===== src/ecw_pkg.sv =====
// Purpose: Shared constants and carriers for the extended config window and error status block
// Assumes: Dword-wide config register port with byte enables, offsets are byte addresses
// Notes:   Status layout follows the uncorrectable error status register
package ecw_pkg;
   localparam logic [11:0] WIN_ADDR_OFS   = 12'h0F8;
   localparam logic [11:0] WIN_DATA_OFS   = 12'h0FC;
   localparam logic [11:0] ERR_CAP_OFS    = 12'h100;
   localparam logic [11:0] UNC_STAT_OFS   = 12'h104;
   localparam int          REG_NUM_LSB    = 2;
   localparam int          REG_NUM_MSB    = 7;
   localparam int          EXT_NUM_LSB    = 8;
   localparam int          EXT_NUM_MSB    = 11;
   localparam logic [31:0] WIN_ADDR_MASK  = 32'h0000_0FFC;
   localparam logic [31:0] WIN_ADDR_RST   = 32'h0000_0000;
   localparam logic [15:0] CAP_ID_VAL     = 16'h0001;
   localparam logic [3:0]  CAP_VER_VAL    = 4'h1;
   localparam logic [11:0] NEXT_PTR_RST   = 12'h200;
   localparam logic [31:0] UNC_STAT_RST   = 32'h0000_0000;
   // Bits that hardware may set; 0, 14, 15 and reserved never set
   localparam logic [31:0] UNC_SET_MASK   = 32'h001F_3030;
   // Bit 0 is clearable but has no hardware source
   localparam logic [31:0] UNC_W1C_MASK   = 32'h001F_3031;
   localparam int          EV_LINK_PROT   = 4;
   localparam int          EV_SURPRISE_DN = 5;
   localparam int          EV_POISONED    = 12;
   localparam int          EV_FC_PROT     = 13;
   localparam int          EV_UNEXP_CPL   = 16;
   localparam int          EV_RX_OVERFLOW = 17;
   localparam int          EV_MALFORMED   = 18;
   localparam int          EV_ECRC        = 19;
   localparam int          EV_UNSUP_REQ   = 20;

   // One configuration access, from the link or from SMBus
   typedef struct packed {
      logic        valid;
      logic        write;
      logic        smbus;
      logic [11:0] addr;
      logic [3:0]  be;
      logic [31:0] wdata;
   } ecw_req_t;

   // Error events from the port, one pulse each
   typedef struct packed {
      logic link_prot;
      logic surprise_dn;
      logic poisoned;
      logic fc_prot;
      logic unexp_cpl;
      logic rx_overflow;
      logic malformed;
      logic ecrc;
      logic unsup_req;
   } ecw_evt_t;
endpackage


===== src/ecw_regs.sv =====
// Purpose: Extended config window and error capability header / uncorrectable status
// Assumes: One request per cycle, local reads answered one cycle later, forwarded window reads two; reads have no side effects
// Notes:   Window accesses leave through a forwarded port; status survives port reset
// Summary of operation
// - Window address bits 7:2 hold register number selecting the target.
// - Window address bits 11:8 hold extended register number for extended space.
// - Window data read returns current value of the selected config register.
// - Window data write updates the selected register, nothing stored locally.
// - Window access byte enables are passed unchanged to the forwarded access.
// - Window pointing at window data: reads give zero, writes are dropped.
// - SMBus accesses to window data read zero and writes do nothing.
// - Capability header bits 15:0 read identifier 0x1.
// - Capability header bits 19:16 read version 0x1.
// - Status bit 0 is obsolete and never set by hardware.
// - Status bit 4 sets on data link protocol error.
// - Status bit 5 sets on surprise link-down.
// - Status bit 12 sets on received poisoned packet.
// - Status bit 13 sets on flow control protocol error.
// - Status bit 14, completion time-out, always reads zero.
// - Status bit 15, completer abort, always reads zero.
// - Status bit 16 sets on unexpected completion.
// - Status bit 17 sets on receiver overflow.
// - Status bit 18 sets on malformed packet.
// - Status bit 19 sets on end-to-end CRC error.
// - Status bit 20 sets on unsupported request.
`timescale 1ns/1ps
`default_nettype none
module ecw_regs (
   // Clock and resets
   input  wire logic              clk_in,
   input  wire logic              resetn_in,
   input  wire logic              por_resetn_in,
   // Configuration request and answer
   input  wire ecw_pkg::ecw_req_t req_in,
   output var  logic              rvalid_out,
   output var  logic [31:0]       rdata_out,
   // Forwarded access to the rest of config space
   output var  ecw_pkg::ecw_req_t fwd_out,
   input  wire logic [31:0]       fwd_rdata_in,
   // Error events
   input  wire ecw_pkg::ecw_evt_t evt_in,
   // Register views
   output var  logic [31:0]       win_addr_out,
   output var  logic [31:0]       unc_status_out
);
   logic [31:0]       win_addr_r, win_addr_nxt;
   logic [11:0]       next_ptr_r, next_ptr_nxt;
   logic [31:0]       unc_stat_r, unc_stat_nxt;
   logic              rvalid_r, rvalid_nxt;
   logic [31:0]       rdata_r, rdata_nxt;
   logic              fwd_pend_r, fwd_pend_nxt;
   ecw_pkg::ecw_req_t fwd_r, fwd_nxt;
   logic [31:0]       evt_bits;
   logic [31:0]       be_mask;
   logic [31:0]       local_rdata;
   logic [11:0]       target;
   logic              local_hit;
   logic              win_hit;

   // Byte enables expanded to a bit mask
   genvar gi;
   generate
      for (gi = 0; gi < 4; gi++) begin : g_be
         assign be_mask[gi*8 +: 8] = {8{req_in.be[gi]}};
      end
   endgenerate

   always_comb begin
      evt_bits                          = '0;
      evt_bits[ecw_pkg::EV_LINK_PROT]   = evt_in.link_prot;
      evt_bits[ecw_pkg::EV_SURPRISE_DN] = evt_in.surprise_dn;
      evt_bits[ecw_pkg::EV_POISONED]    = evt_in.poisoned;
      evt_bits[ecw_pkg::EV_FC_PROT]     = evt_in.fc_prot;
      evt_bits[ecw_pkg::EV_UNEXP_CPL]   = evt_in.unexp_cpl;
      evt_bits[ecw_pkg::EV_RX_OVERFLOW] = evt_in.rx_overflow;
      evt_bits[ecw_pkg::EV_MALFORMED]   = evt_in.malformed;
      evt_bits[ecw_pkg::EV_ECRC]        = evt_in.ecrc;
      evt_bits[ecw_pkg::EV_UNSUP_REQ]   = evt_in.unsup_req;
   end

   // Window target byte address from register and extended numbers
   assign target = {win_addr_r[ecw_pkg::EXT_NUM_MSB:ecw_pkg::EXT_NUM_LSB],
                    win_addr_r[ecw_pkg::REG_NUM_MSB:ecw_pkg::REG_NUM_LSB], 2'b00};
   assign win_hit = req_in.valid && (req_in.addr == ecw_pkg::WIN_DATA_OFS);

   always_comb begin
      local_hit   = 1'b1;
      local_rdata = '0;
      unique case (req_in.addr)
         ecw_pkg::WIN_ADDR_OFS: local_rdata = win_addr_r;
         ecw_pkg::ERR_CAP_OFS:  local_rdata = {next_ptr_r, ecw_pkg::CAP_VER_VAL,
                                              ecw_pkg::CAP_ID_VAL};
         ecw_pkg::UNC_STAT_OFS: local_rdata = unc_stat_r;
         default:               local_hit   = 1'b0;
      endcase
   end

   always_comb begin
      win_addr_nxt = win_addr_r;
      next_ptr_nxt = next_ptr_r;
      unc_stat_nxt = unc_stat_r;
      rvalid_nxt   = 1'b0;
      rdata_nxt    = rdata_r;
      fwd_pend_nxt = 1'b0;
      fwd_nxt      = '0;
      if (req_in.valid && req_in.write) begin
         unique case (req_in.addr)
            ecw_pkg::WIN_ADDR_OFS:
               win_addr_nxt = ((win_addr_r & ~be_mask) | (req_in.wdata & be_mask))
                              & ecw_pkg::WIN_ADDR_MASK;
            ecw_pkg::ERR_CAP_OFS: begin
               // Pointer is locked from the link side; only SMBus may retarget it
               if (req_in.smbus) begin
                  next_ptr_nxt = (next_ptr_r & ~be_mask[31:20]) |
                                 (req_in.wdata[31:20] & be_mask[31:20]);
               end
            end
            ecw_pkg::UNC_STAT_OFS:
               unc_stat_nxt = unc_stat_r &
                              ~(req_in.wdata & be_mask & ecw_pkg::UNC_W1C_MASK);
            default: begin
            end
         endcase
      end
      // Set after clear so an event in the clearing cycle wins
      unc_stat_nxt = unc_stat_nxt | (evt_bits & ecw_pkg::UNC_SET_MASK);
      if (req_in.valid) begin
         if (win_hit && !req_in.smbus && target != ecw_pkg::WIN_DATA_OFS) begin
            fwd_nxt       = req_in;
            fwd_nxt.addr  = target;
            fwd_nxt.smbus = 1'b0;
            fwd_pend_nxt  = !req_in.write;
         end else begin
            // Self-pointing or SMBus window access reads zero, write dropped
            rvalid_nxt = !req_in.write;
            rdata_nxt  = (local_hit && !win_hit) ? local_rdata : '0;
         end
      end
      if (fwd_pend_r) begin
         rvalid_nxt = 1'b1;
         rdata_nxt  = fwd_rdata_in;
      end
   end

   always_ff @(posedge clk_in or negedge resetn_in) begin
      if (!resetn_in) begin
         win_addr_r <= ecw_pkg::WIN_ADDR_RST;
         next_ptr_r <= ecw_pkg::NEXT_PTR_RST;
         rvalid_r   <= 1'b0;
         rdata_r    <= '0;
         fwd_pend_r <= 1'b0;
         fwd_r      <= '0;
      end else begin
         win_addr_r <= win_addr_nxt;
         next_ptr_r <= next_ptr_nxt;
         rvalid_r   <= rvalid_nxt;
         rdata_r    <= rdata_nxt;
         fwd_pend_r <= fwd_pend_nxt;
         fwd_r      <= fwd_nxt;
      end
   end

   // Sticky status is reset by power-on reset only, not by port reset
   always_ff @(posedge clk_in or negedge por_resetn_in) begin
      if (!por_resetn_in) begin
         unc_stat_r <= ecw_pkg::UNC_STAT_RST;
      end else begin
         unc_stat_r <= unc_stat_nxt;
      end
   end

   assign rvalid_out     = rvalid_r;
   assign rdata_out      = rdata_r;
   assign fwd_out        = fwd_r;
   assign win_addr_out   = win_addr_r;
   assign unc_status_out = unc_stat_r;

   stat_set_a: assert property (@(posedge clk_in) disable iff (!por_resetn_in)
      evt_in.poisoned |=> unc_stat_r[ecw_pkg::EV_POISONED])
      else $error("poisoned event not latched");
   stat_hold_a: assert property (@(posedge clk_in) disable iff (!por_resetn_in)
      (unc_stat_r[ecw_pkg::EV_ECRC] && !(req_in.valid && req_in.write))
      |=> unc_stat_r[ecw_pkg::EV_ECRC])
      else $error("status bit dropped without write");
   stat_w1c_a: assert property (@(posedge clk_in) disable iff (!por_resetn_in)
      (req_in.valid && req_in.write && req_in.addr == ecw_pkg::UNC_STAT_OFS &&
       req_in.be[0] && req_in.wdata[4] && !evt_in.link_prot) |=> !unc_stat_r[4])
      else $error("write one did not clear");
   stat_zero_a: assert property (@(posedge clk_in) disable iff (!por_resetn_in)
      !unc_stat_r[14] && !unc_stat_r[15] && !unc_stat_r[0])
      else $error("fixed zero status bit set");
   cap_hdr_a: assert property (@(posedge clk_in) disable iff (!resetn_in)
      (req_in.valid && !req_in.write && req_in.addr == ecw_pkg::ERR_CAP_OFS)
      |=> rvalid_r && rdata_r[19:0] == 20'h1_0001)
      else $error("capability header wrong");
   fwd_addr_a: assert property (@(posedge clk_in) disable iff (!resetn_in)
      (win_hit && !req_in.smbus && target != ecw_pkg::WIN_DATA_OFS)
      |=> fwd_r.valid && fwd_r.addr == $past(target) && fwd_r.be == $past(req_in.be))
      else $error("forwarded access wrong");
   fwd_data_a: assert property (@(posedge clk_in) disable iff (!resetn_in)
      (win_hit && !req_in.write && !req_in.smbus && target != ecw_pkg::WIN_DATA_OFS)
      |=> ##1 rvalid_r && rdata_r == $past(fwd_rdata_in))
      else $error("window read data wrong");
   smb_zero_a: assert property (@(posedge clk_in) disable iff (!resetn_in)
      (win_hit && req_in.smbus && !req_in.write) |=> rvalid_r && rdata_r == '0 && !fwd_r.valid)
      else $error("smbus window read not zero");
   self_zero_a: assert property (@(posedge clk_in) disable iff (!resetn_in)
      (win_hit && target == ecw_pkg::WIN_DATA_OFS) |=> !fwd_r.valid)
      else $error("self window access forwarded");

   // One check per event source except poisoned, checked by stat_set_a above; a crossed wire in the mapping shows here
   stat_link_a: assert property (@(posedge clk_in) disable iff (!por_resetn_in)
      evt_in.link_prot |=> unc_stat_r[ecw_pkg::EV_LINK_PROT])
      else $error("link protocol event not latched");

   stat_surp_a: assert property (@(posedge clk_in) disable iff (!por_resetn_in)
      evt_in.surprise_dn |=> unc_stat_r[ecw_pkg::EV_SURPRISE_DN])
      else $error("surprise down event not latched");

   stat_fc_a: assert property (@(posedge clk_in) disable iff (!por_resetn_in)
      evt_in.fc_prot |=> unc_stat_r[ecw_pkg::EV_FC_PROT])
      else $error("flow control event not latched");

   stat_cpl_a: assert property (@(posedge clk_in) disable iff (!por_resetn_in)
      evt_in.unexp_cpl |=> unc_stat_r[ecw_pkg::EV_UNEXP_CPL])
      else $error("unexpected completion not latched");

   stat_ovf_a: assert property (@(posedge clk_in) disable iff (!por_resetn_in)
      evt_in.rx_overflow |=> unc_stat_r[ecw_pkg::EV_RX_OVERFLOW])
      else $error("receiver overflow not latched");

   stat_mal_a: assert property (@(posedge clk_in) disable iff (!por_resetn_in)
      evt_in.malformed |=> unc_stat_r[ecw_pkg::EV_MALFORMED])
      else $error("malformed packet not latched");

   stat_ecrc_a: assert property (@(posedge clk_in) disable iff (!por_resetn_in)
      evt_in.ecrc |=> unc_stat_r[ecw_pkg::EV_ECRC])
      else $error("crc event not latched");

   stat_ur_a: assert property (@(posedge clk_in) disable iff (!por_resetn_in)
      evt_in.unsup_req |=> unc_stat_r[ecw_pkg::EV_UNSUP_REQ])
      else $error("unsupported request not latched");

   // Bits without a hardware source, reserved ones included, stay zero
   stat_ro_a: assert property (@(posedge clk_in) disable iff (!por_resetn_in)
      (unc_stat_r & ~ecw_pkg::UNC_SET_MASK) == 32'h0)
      else $error("status bit without source set");

   stat_clr_a: assert property (@(posedge clk_in) disable iff (!por_resetn_in)
      (req_in.valid && req_in.write && req_in.addr == ecw_pkg::UNC_STAT_OFS &&
       req_in.be == 4'hF && req_in.wdata == 32'hFFFF_FFFF && evt_in == '0)
      |=> unc_stat_r == 32'h0)
      else $error("full clear left bits set");

   stat_rd_a: assert property (@(posedge clk_in) disable iff (!resetn_in)
      (req_in.valid && !req_in.write && req_in.addr == ecw_pkg::UNC_STAT_OFS && !fwd_pend_r)
      |=> rvalid_r && rdata_r == $past(unc_stat_r))
      else $error("status read wrong");

   // Window address register and its forwarding
   win_rsvd_a: assert property (@(posedge clk_in) disable iff (!resetn_in)
      (win_addr_r & ~ecw_pkg::WIN_ADDR_MASK) == 32'h0)
      else $error("window address reserved bits set");

   win_read_a: assert property (@(posedge clk_in) disable iff (!resetn_in)
      (req_in.valid && !req_in.write && req_in.addr == ecw_pkg::WIN_ADDR_OFS && !fwd_pend_r)
      |=> rvalid_r && rdata_r == $past(win_addr_r))
      else $error("window address read wrong");

   win_keep_a: assert property (@(posedge clk_in) disable iff (!resetn_in)
      (win_hit && req_in.write) |=> $stable(win_addr_r))
      else $error("window data write changed window address");

   fwd_wr_a: assert property (@(posedge clk_in) disable iff (!resetn_in)
      (win_hit && req_in.write && !req_in.smbus && target != ecw_pkg::WIN_DATA_OFS)
      |=> fwd_r.write && fwd_r.wdata == $past(req_in.wdata))
      else $error("forwarded write data wrong");

   fwd_rd_a: assert property (@(posedge clk_in) disable iff (!resetn_in)
      (win_hit && !req_in.write && !req_in.smbus && target != ecw_pkg::WIN_DATA_OFS)
      |=> fwd_r.valid && !fwd_r.write && !fwd_r.smbus)
      else $error("forwarded read malformed");

   fwd_idle_a: assert property (@(posedge clk_in) disable iff (!resetn_in)
      !req_in.valid |=> !fwd_r.valid)
      else $error("forward without request");

   smb_drop_a: assert property (@(posedge clk_in) disable iff (!resetn_in)
      (win_hit && req_in.smbus && req_in.write) |=> !fwd_r.valid)
      else $error("smbus window write forwarded");

   self_read_a: assert property (@(posedge clk_in) disable iff (!resetn_in)
      (win_hit && !req_in.write && target == ecw_pkg::WIN_DATA_OFS && !fwd_pend_r)
      |=> rvalid_r && rdata_r == 32'h0)
      else $error("self window read not zero");
endmodule
`default_nettype wire


===== config.mk =====
export PLATFORM = sky130hd
export DESIGN_NAME = ecw_regs
export DESIGN_NICKNAME = d
export VERILOG_FILES = /design/src/ecw_pkg.sv /design/src/ecw_regs.sv
export SDC_FILE = /design/constraint.sdc
export NUM_CORES = 1
export LEC_CHECK = 0
export BUFFER_PORTS_ARGS = -buffer_cell sky130_fd_sc_hd__buf_2
export CAP_MARGIN = 20
export CORE_ASPECT_RATIO = 1.4
export CORE_UTILIZATION = 42
export DETAILED_ROUTE_END_ITERATION = 8
export GPL_ROUTABILITY_DRIVEN = 0
export PLACE_DENSITY = 0.77
export SETUP_SLACK_MARGIN = 0.3
export SLEW_MARGIN = 10
export SYNTH_ARGS = -nofsm -noshare
export SYNTH_HDL_FRONTEND = slang
export SYNTH_SLANG_ARGS = --single-unit

===== constraint.sdc =====
create_clock -name clk_in -period 1.96 [get_ports clk_in]
set_input_delay 0.294 -clock clk_in [delete_from_list [all_inputs] [get_ports clk_in]]
set_output_delay 0.294 -clock clk_in [all_outputs]
set_load 0.005 [all_outputs]

# After elaboration in Yosys (flattened, before gate mapping)
# Index checks and enable logic that the tools add are counted.
[op_classes]
eq_ne = 6
muxes = 15
bitwise = 11
reduce_logical = 13
[ops]
columns = ["cell", "count"]
rows = [
  ["32-bit 2-to-1 mux", 6],
  ["51-bit 2-to-1 mux", 2],
  ["32-bit one-hot mux with 3 select lines", 1],
  ["12-bit AND", 3],
  ["32-bit AND", 1],
  ["21-bit inverter with 32-bit output", 1],
  ["32-bit by 21-bit bitwise OR with 32-bit output", 1],
  ["12-bit by 8-bit equality test with 1-bit output, second input constant", 2],
  ["12-bit by 9-bit equality test with 1-bit output, second input constant", 2],
  ["12-bit inverter", 2],
  ["12-bit bitwise OR", 2],
  ["21-bit AND", 1],
  ["10-bit by 6-bit != test with 1-bit output, second input constant", 1],
  ["1-bit 2-to-1 mux", 6],
  ["1-bit logical AND", 5],
  ["2-bit AND reduction", 2],
  ["1-bit logical NOT", 3],
  ["3-bit AND reduction", 1],
  ["3-bit OR reduction", 1],
  ["2-bit != test, second input constant", 1],
  ["2-bit nonzero test", 1],
]
[word_totals]
reg_bits = 139
inputBits = 95
word_cells = 57

# Logic depth before layout (Yosys ltp)
[logic_depth]
ltp_word = 8
ltp_mapped = 6

# Worst setup path before layout
# No wires, ideal clock.
[synth_timing]
kind = "input-to-reg"
startpoint = "in req_in[39] in the netlist's numbering"
endpoint = "reg (tool-made name)"
t_arrival_ns = 1.949
required_time_ns = 1.835
path_slack_ns = -0.114
path_stages = 6
n_path_buf = 2
path_cell_list = "or4_1 clkbuf_1 nor4_2 and4_1 buf_4 mux2_2"
[synth_lines]
columns = ["item", "line_no", "text"]
rows = [
  ["start, declared", "ecw_regs.sv:34", "input wire ecw_pkg::ecw_req_t req_in,"],
]

==> flow_summary.toml <==
[clock_tree]
clk_pin_slew_ns = 0.06
clk-insertion-delay-late_ns = 0.40
numCtsBuffers = 17
htreeDepth = 4
cts_sinks = 114
cts_tree = "built"
cts.path.max_buffers = 2
cts-root-buf = "clkbuf_16"

[critical_path]
path_max_fanout = 9
end_kind = "flip-flop"
setup.worst_path.class = "in2reg"
startpoint_type = "primary input"
cp.required_ns = 2.29
cp.arrival_ns = 2.23

[routing]
wl_per_cell_um = 18.3
ant_nets = 0
drc = 0
vias = 4266
initialDrtViolationCount = 184
via_per_inst = 5.10
drt-total-wl_mm = 15.3
firstDrtPassIters = 4

[synthesis]
avgSynthCellArea_um2 = 11.3
async_flop_share = 1.00
yosysMostFrequentCell = "dfrtp_1"
synth_ff_type = "dfrtp_1"
synth_area_mm2 = 0.00494
synth_area_leaders = "dfrtp_1 (57%), and2_1 (8.6%), buf_4 (7.3%)"
syn_inst = 437
synth_commonest_cells = "dfrtp_1 (113), and2_1 (68), buf_4 (48), nand2_1 (39), o21ai_1 (30)"
yosysTopAreaCellShare = 0.573
synth_top_cell_by_area = "dfrtp_1"
yosysWarnings = 0
ys_seq_area_frac = 0.578
yosys.cell_types.count = 39
synth_edf_count = 0
synth.ff_latch_count = 114

[timing]
fin_crit_sh = 0.966
worst_slack_ns = 0.0662
setup_viol = 0
finalHoldViolCount = 0
fin_skew_ns = 0.0110
fmax_ghz = 0.528
period_needed_ns = 1.89
fin_tns_setup_ns = 0
rsz0062_at_grt = "yes"
drv_slew = 0

[grt]
overflow = 0
grt_pass1_vias = 4325
grt_pass1_wl_mm = 22.3
grt.total_usage = 0.247
antenna_found_initial = 0
grt_max_degree = 51

[place]
io_buffer_count = 195
dp_slack_ns = -0.255
dp_hpwl_mm = 10.5

[die]
die-area_mm2 = 0.0122
initial_utilization = 0.433
die-height_um = 130
row_count = 46
die-width_um = 93.6
ios = 243
coreArea_mm2 = 0.0114

[power_and_ir_drop]
power_frac_seq = 0.399
vdd_drop_max_mv = 0.583
clockPowerShare = 0.552
combPwrFrac = 0.049
switching_share = 0.205
power_switching_mw = 1.21
leakage_nw = 3.79
p_int_mw = 4.70
p_per_area_mw_per_mm2 = 830

[job]
drv_cap = 0

[min_path]
min-delay-path-class = "in2reg"

[status]
status = "finished clean"

[layout]
fin_util = 0.625
area_delta_synth_final_pct = 44.2
layout-drive-gt1-share = 0.458
diodes = 0
num-nets-final = 775
area by class of cell:
type                    instances  area [um2]
fillers                       918        4280
flip-flops and latches        114        2850
multi-input cells             291        1900
repair buffers                249        1530
clock buffers                  22         474
well taps                     144         180
clock inverters                 9         154
inverters                       7        26.3
per-layer routing:
| metal | global-route usage | part of all wire |
|---|---|---|
| met5 | 0 | 0 |
| met4 | 0.125 | 0.041 |
| met3 | 0.0676 | 0.077 |
| met2 | 0.430 | 0.52 |
| met1 | 0.276 | 0.36 |
cell families (layout without fill, tap and decap cells):
family / count (synthesis) / in the layout / share of synthesized area
buffers and inverters: 78 / 287 / 0.0976
and+or+nand+nor: 148 / 148 / 0.179
AOI/OAI and AO/OA: 73 / 73 / 0.0920
muxes: 23 / 23 / 0.0525
DFF: 114 / 114 / 0.578
other: 1 / 47 / 0.000760
critical path: stages:
cell and delay (ns):
buf_2 0.10, or3_4 0.41, or4_4 0.47, buf_12 0.15
nor3_4 0.41, clkbuf_16 0.25, and2_1 0.13
worst paths after layout:
kind,start,endpoint,slack (ns),cells after the start
setup / recovery,req_in[45],fwd_out[5]$_DFF_PN0_,0.07,7
hold / removal,evt_in[4],unc_status_out[16]$_DFF_PN0_,0.07,2
setup reg to reg,flip-flop,fwd_out[10]$_DFF_PN0_,0.09,7
hold reg to reg,unc_status_out[5]$_DFF_PN0_,unc_status_out[5]$_DFF_PN0_,0.52,1
max in group asynchronous,resetn_in,rdata_out[6]$_DFFE_PN0P_,0.91,3
min in group asynchronous,por_resetn_in,unc_status_out[19]$_DFF_PN0_,0.31,2
power by group through the flow:
stage / sequential, mW / clock [mW] / combinational [mW]
after floorplan: 2.40 / 0 / 0.133
after global placement: 2.40 / 0 / 0.247
after detailed placement: 2.40 / 0 / 0.252
after CTS: 2.36 / 3.31 / 0.278
after global routing: 2.36 / 3.42 / 0.320
final: 2.36 / 3.26 / 0.289
per-stage QoR:
stage / hold slack [ns] / total power [mW] / instances / cell area (um2)
final: 0.0717 / 5.91 / 836 / 7120
after global routing: 0.0667 / 6.10 / 836 / 7120
after CTS: 0.0576 / 5.94 / 832 / 7010
after detailed placement: 0.186 / 2.65 / 790 / 6200
after global placement: 0.182 / 2.65 / 790 / 6200
after floorplan: -0.00159 / 2.53 / 483 / 5190
cell usage in the layout (no fill, tap or decap), types with 4 or more instances in the layout:
master / count
buf_12: 5
bufinv_16: 4
mux2_4: 11
nor4_1: 4
a32oi_1: 6
o21ai_1: 30
a31oi_1: 21
mux2_2: 12
dfrtp_1: 113
clkbuf_16: 18
and2_1: 67
buf_4: 36
nand2_1: 39
conb_1: 47
buf_6: 13
nand4_1: 12
buf_2: 191
a21o_1: 9
inv_1: 6
timing repair:
action                                 CTS  global route
cloned                                   2             3
buffers inserted                         7             1
resized for setup                       21            15
pin swaps                                5             9
setup endpoints to repair               94           102
hold buffers                             2             0
endpoints found under the hold margin   42             0
(Power assumes the default switching activity.)
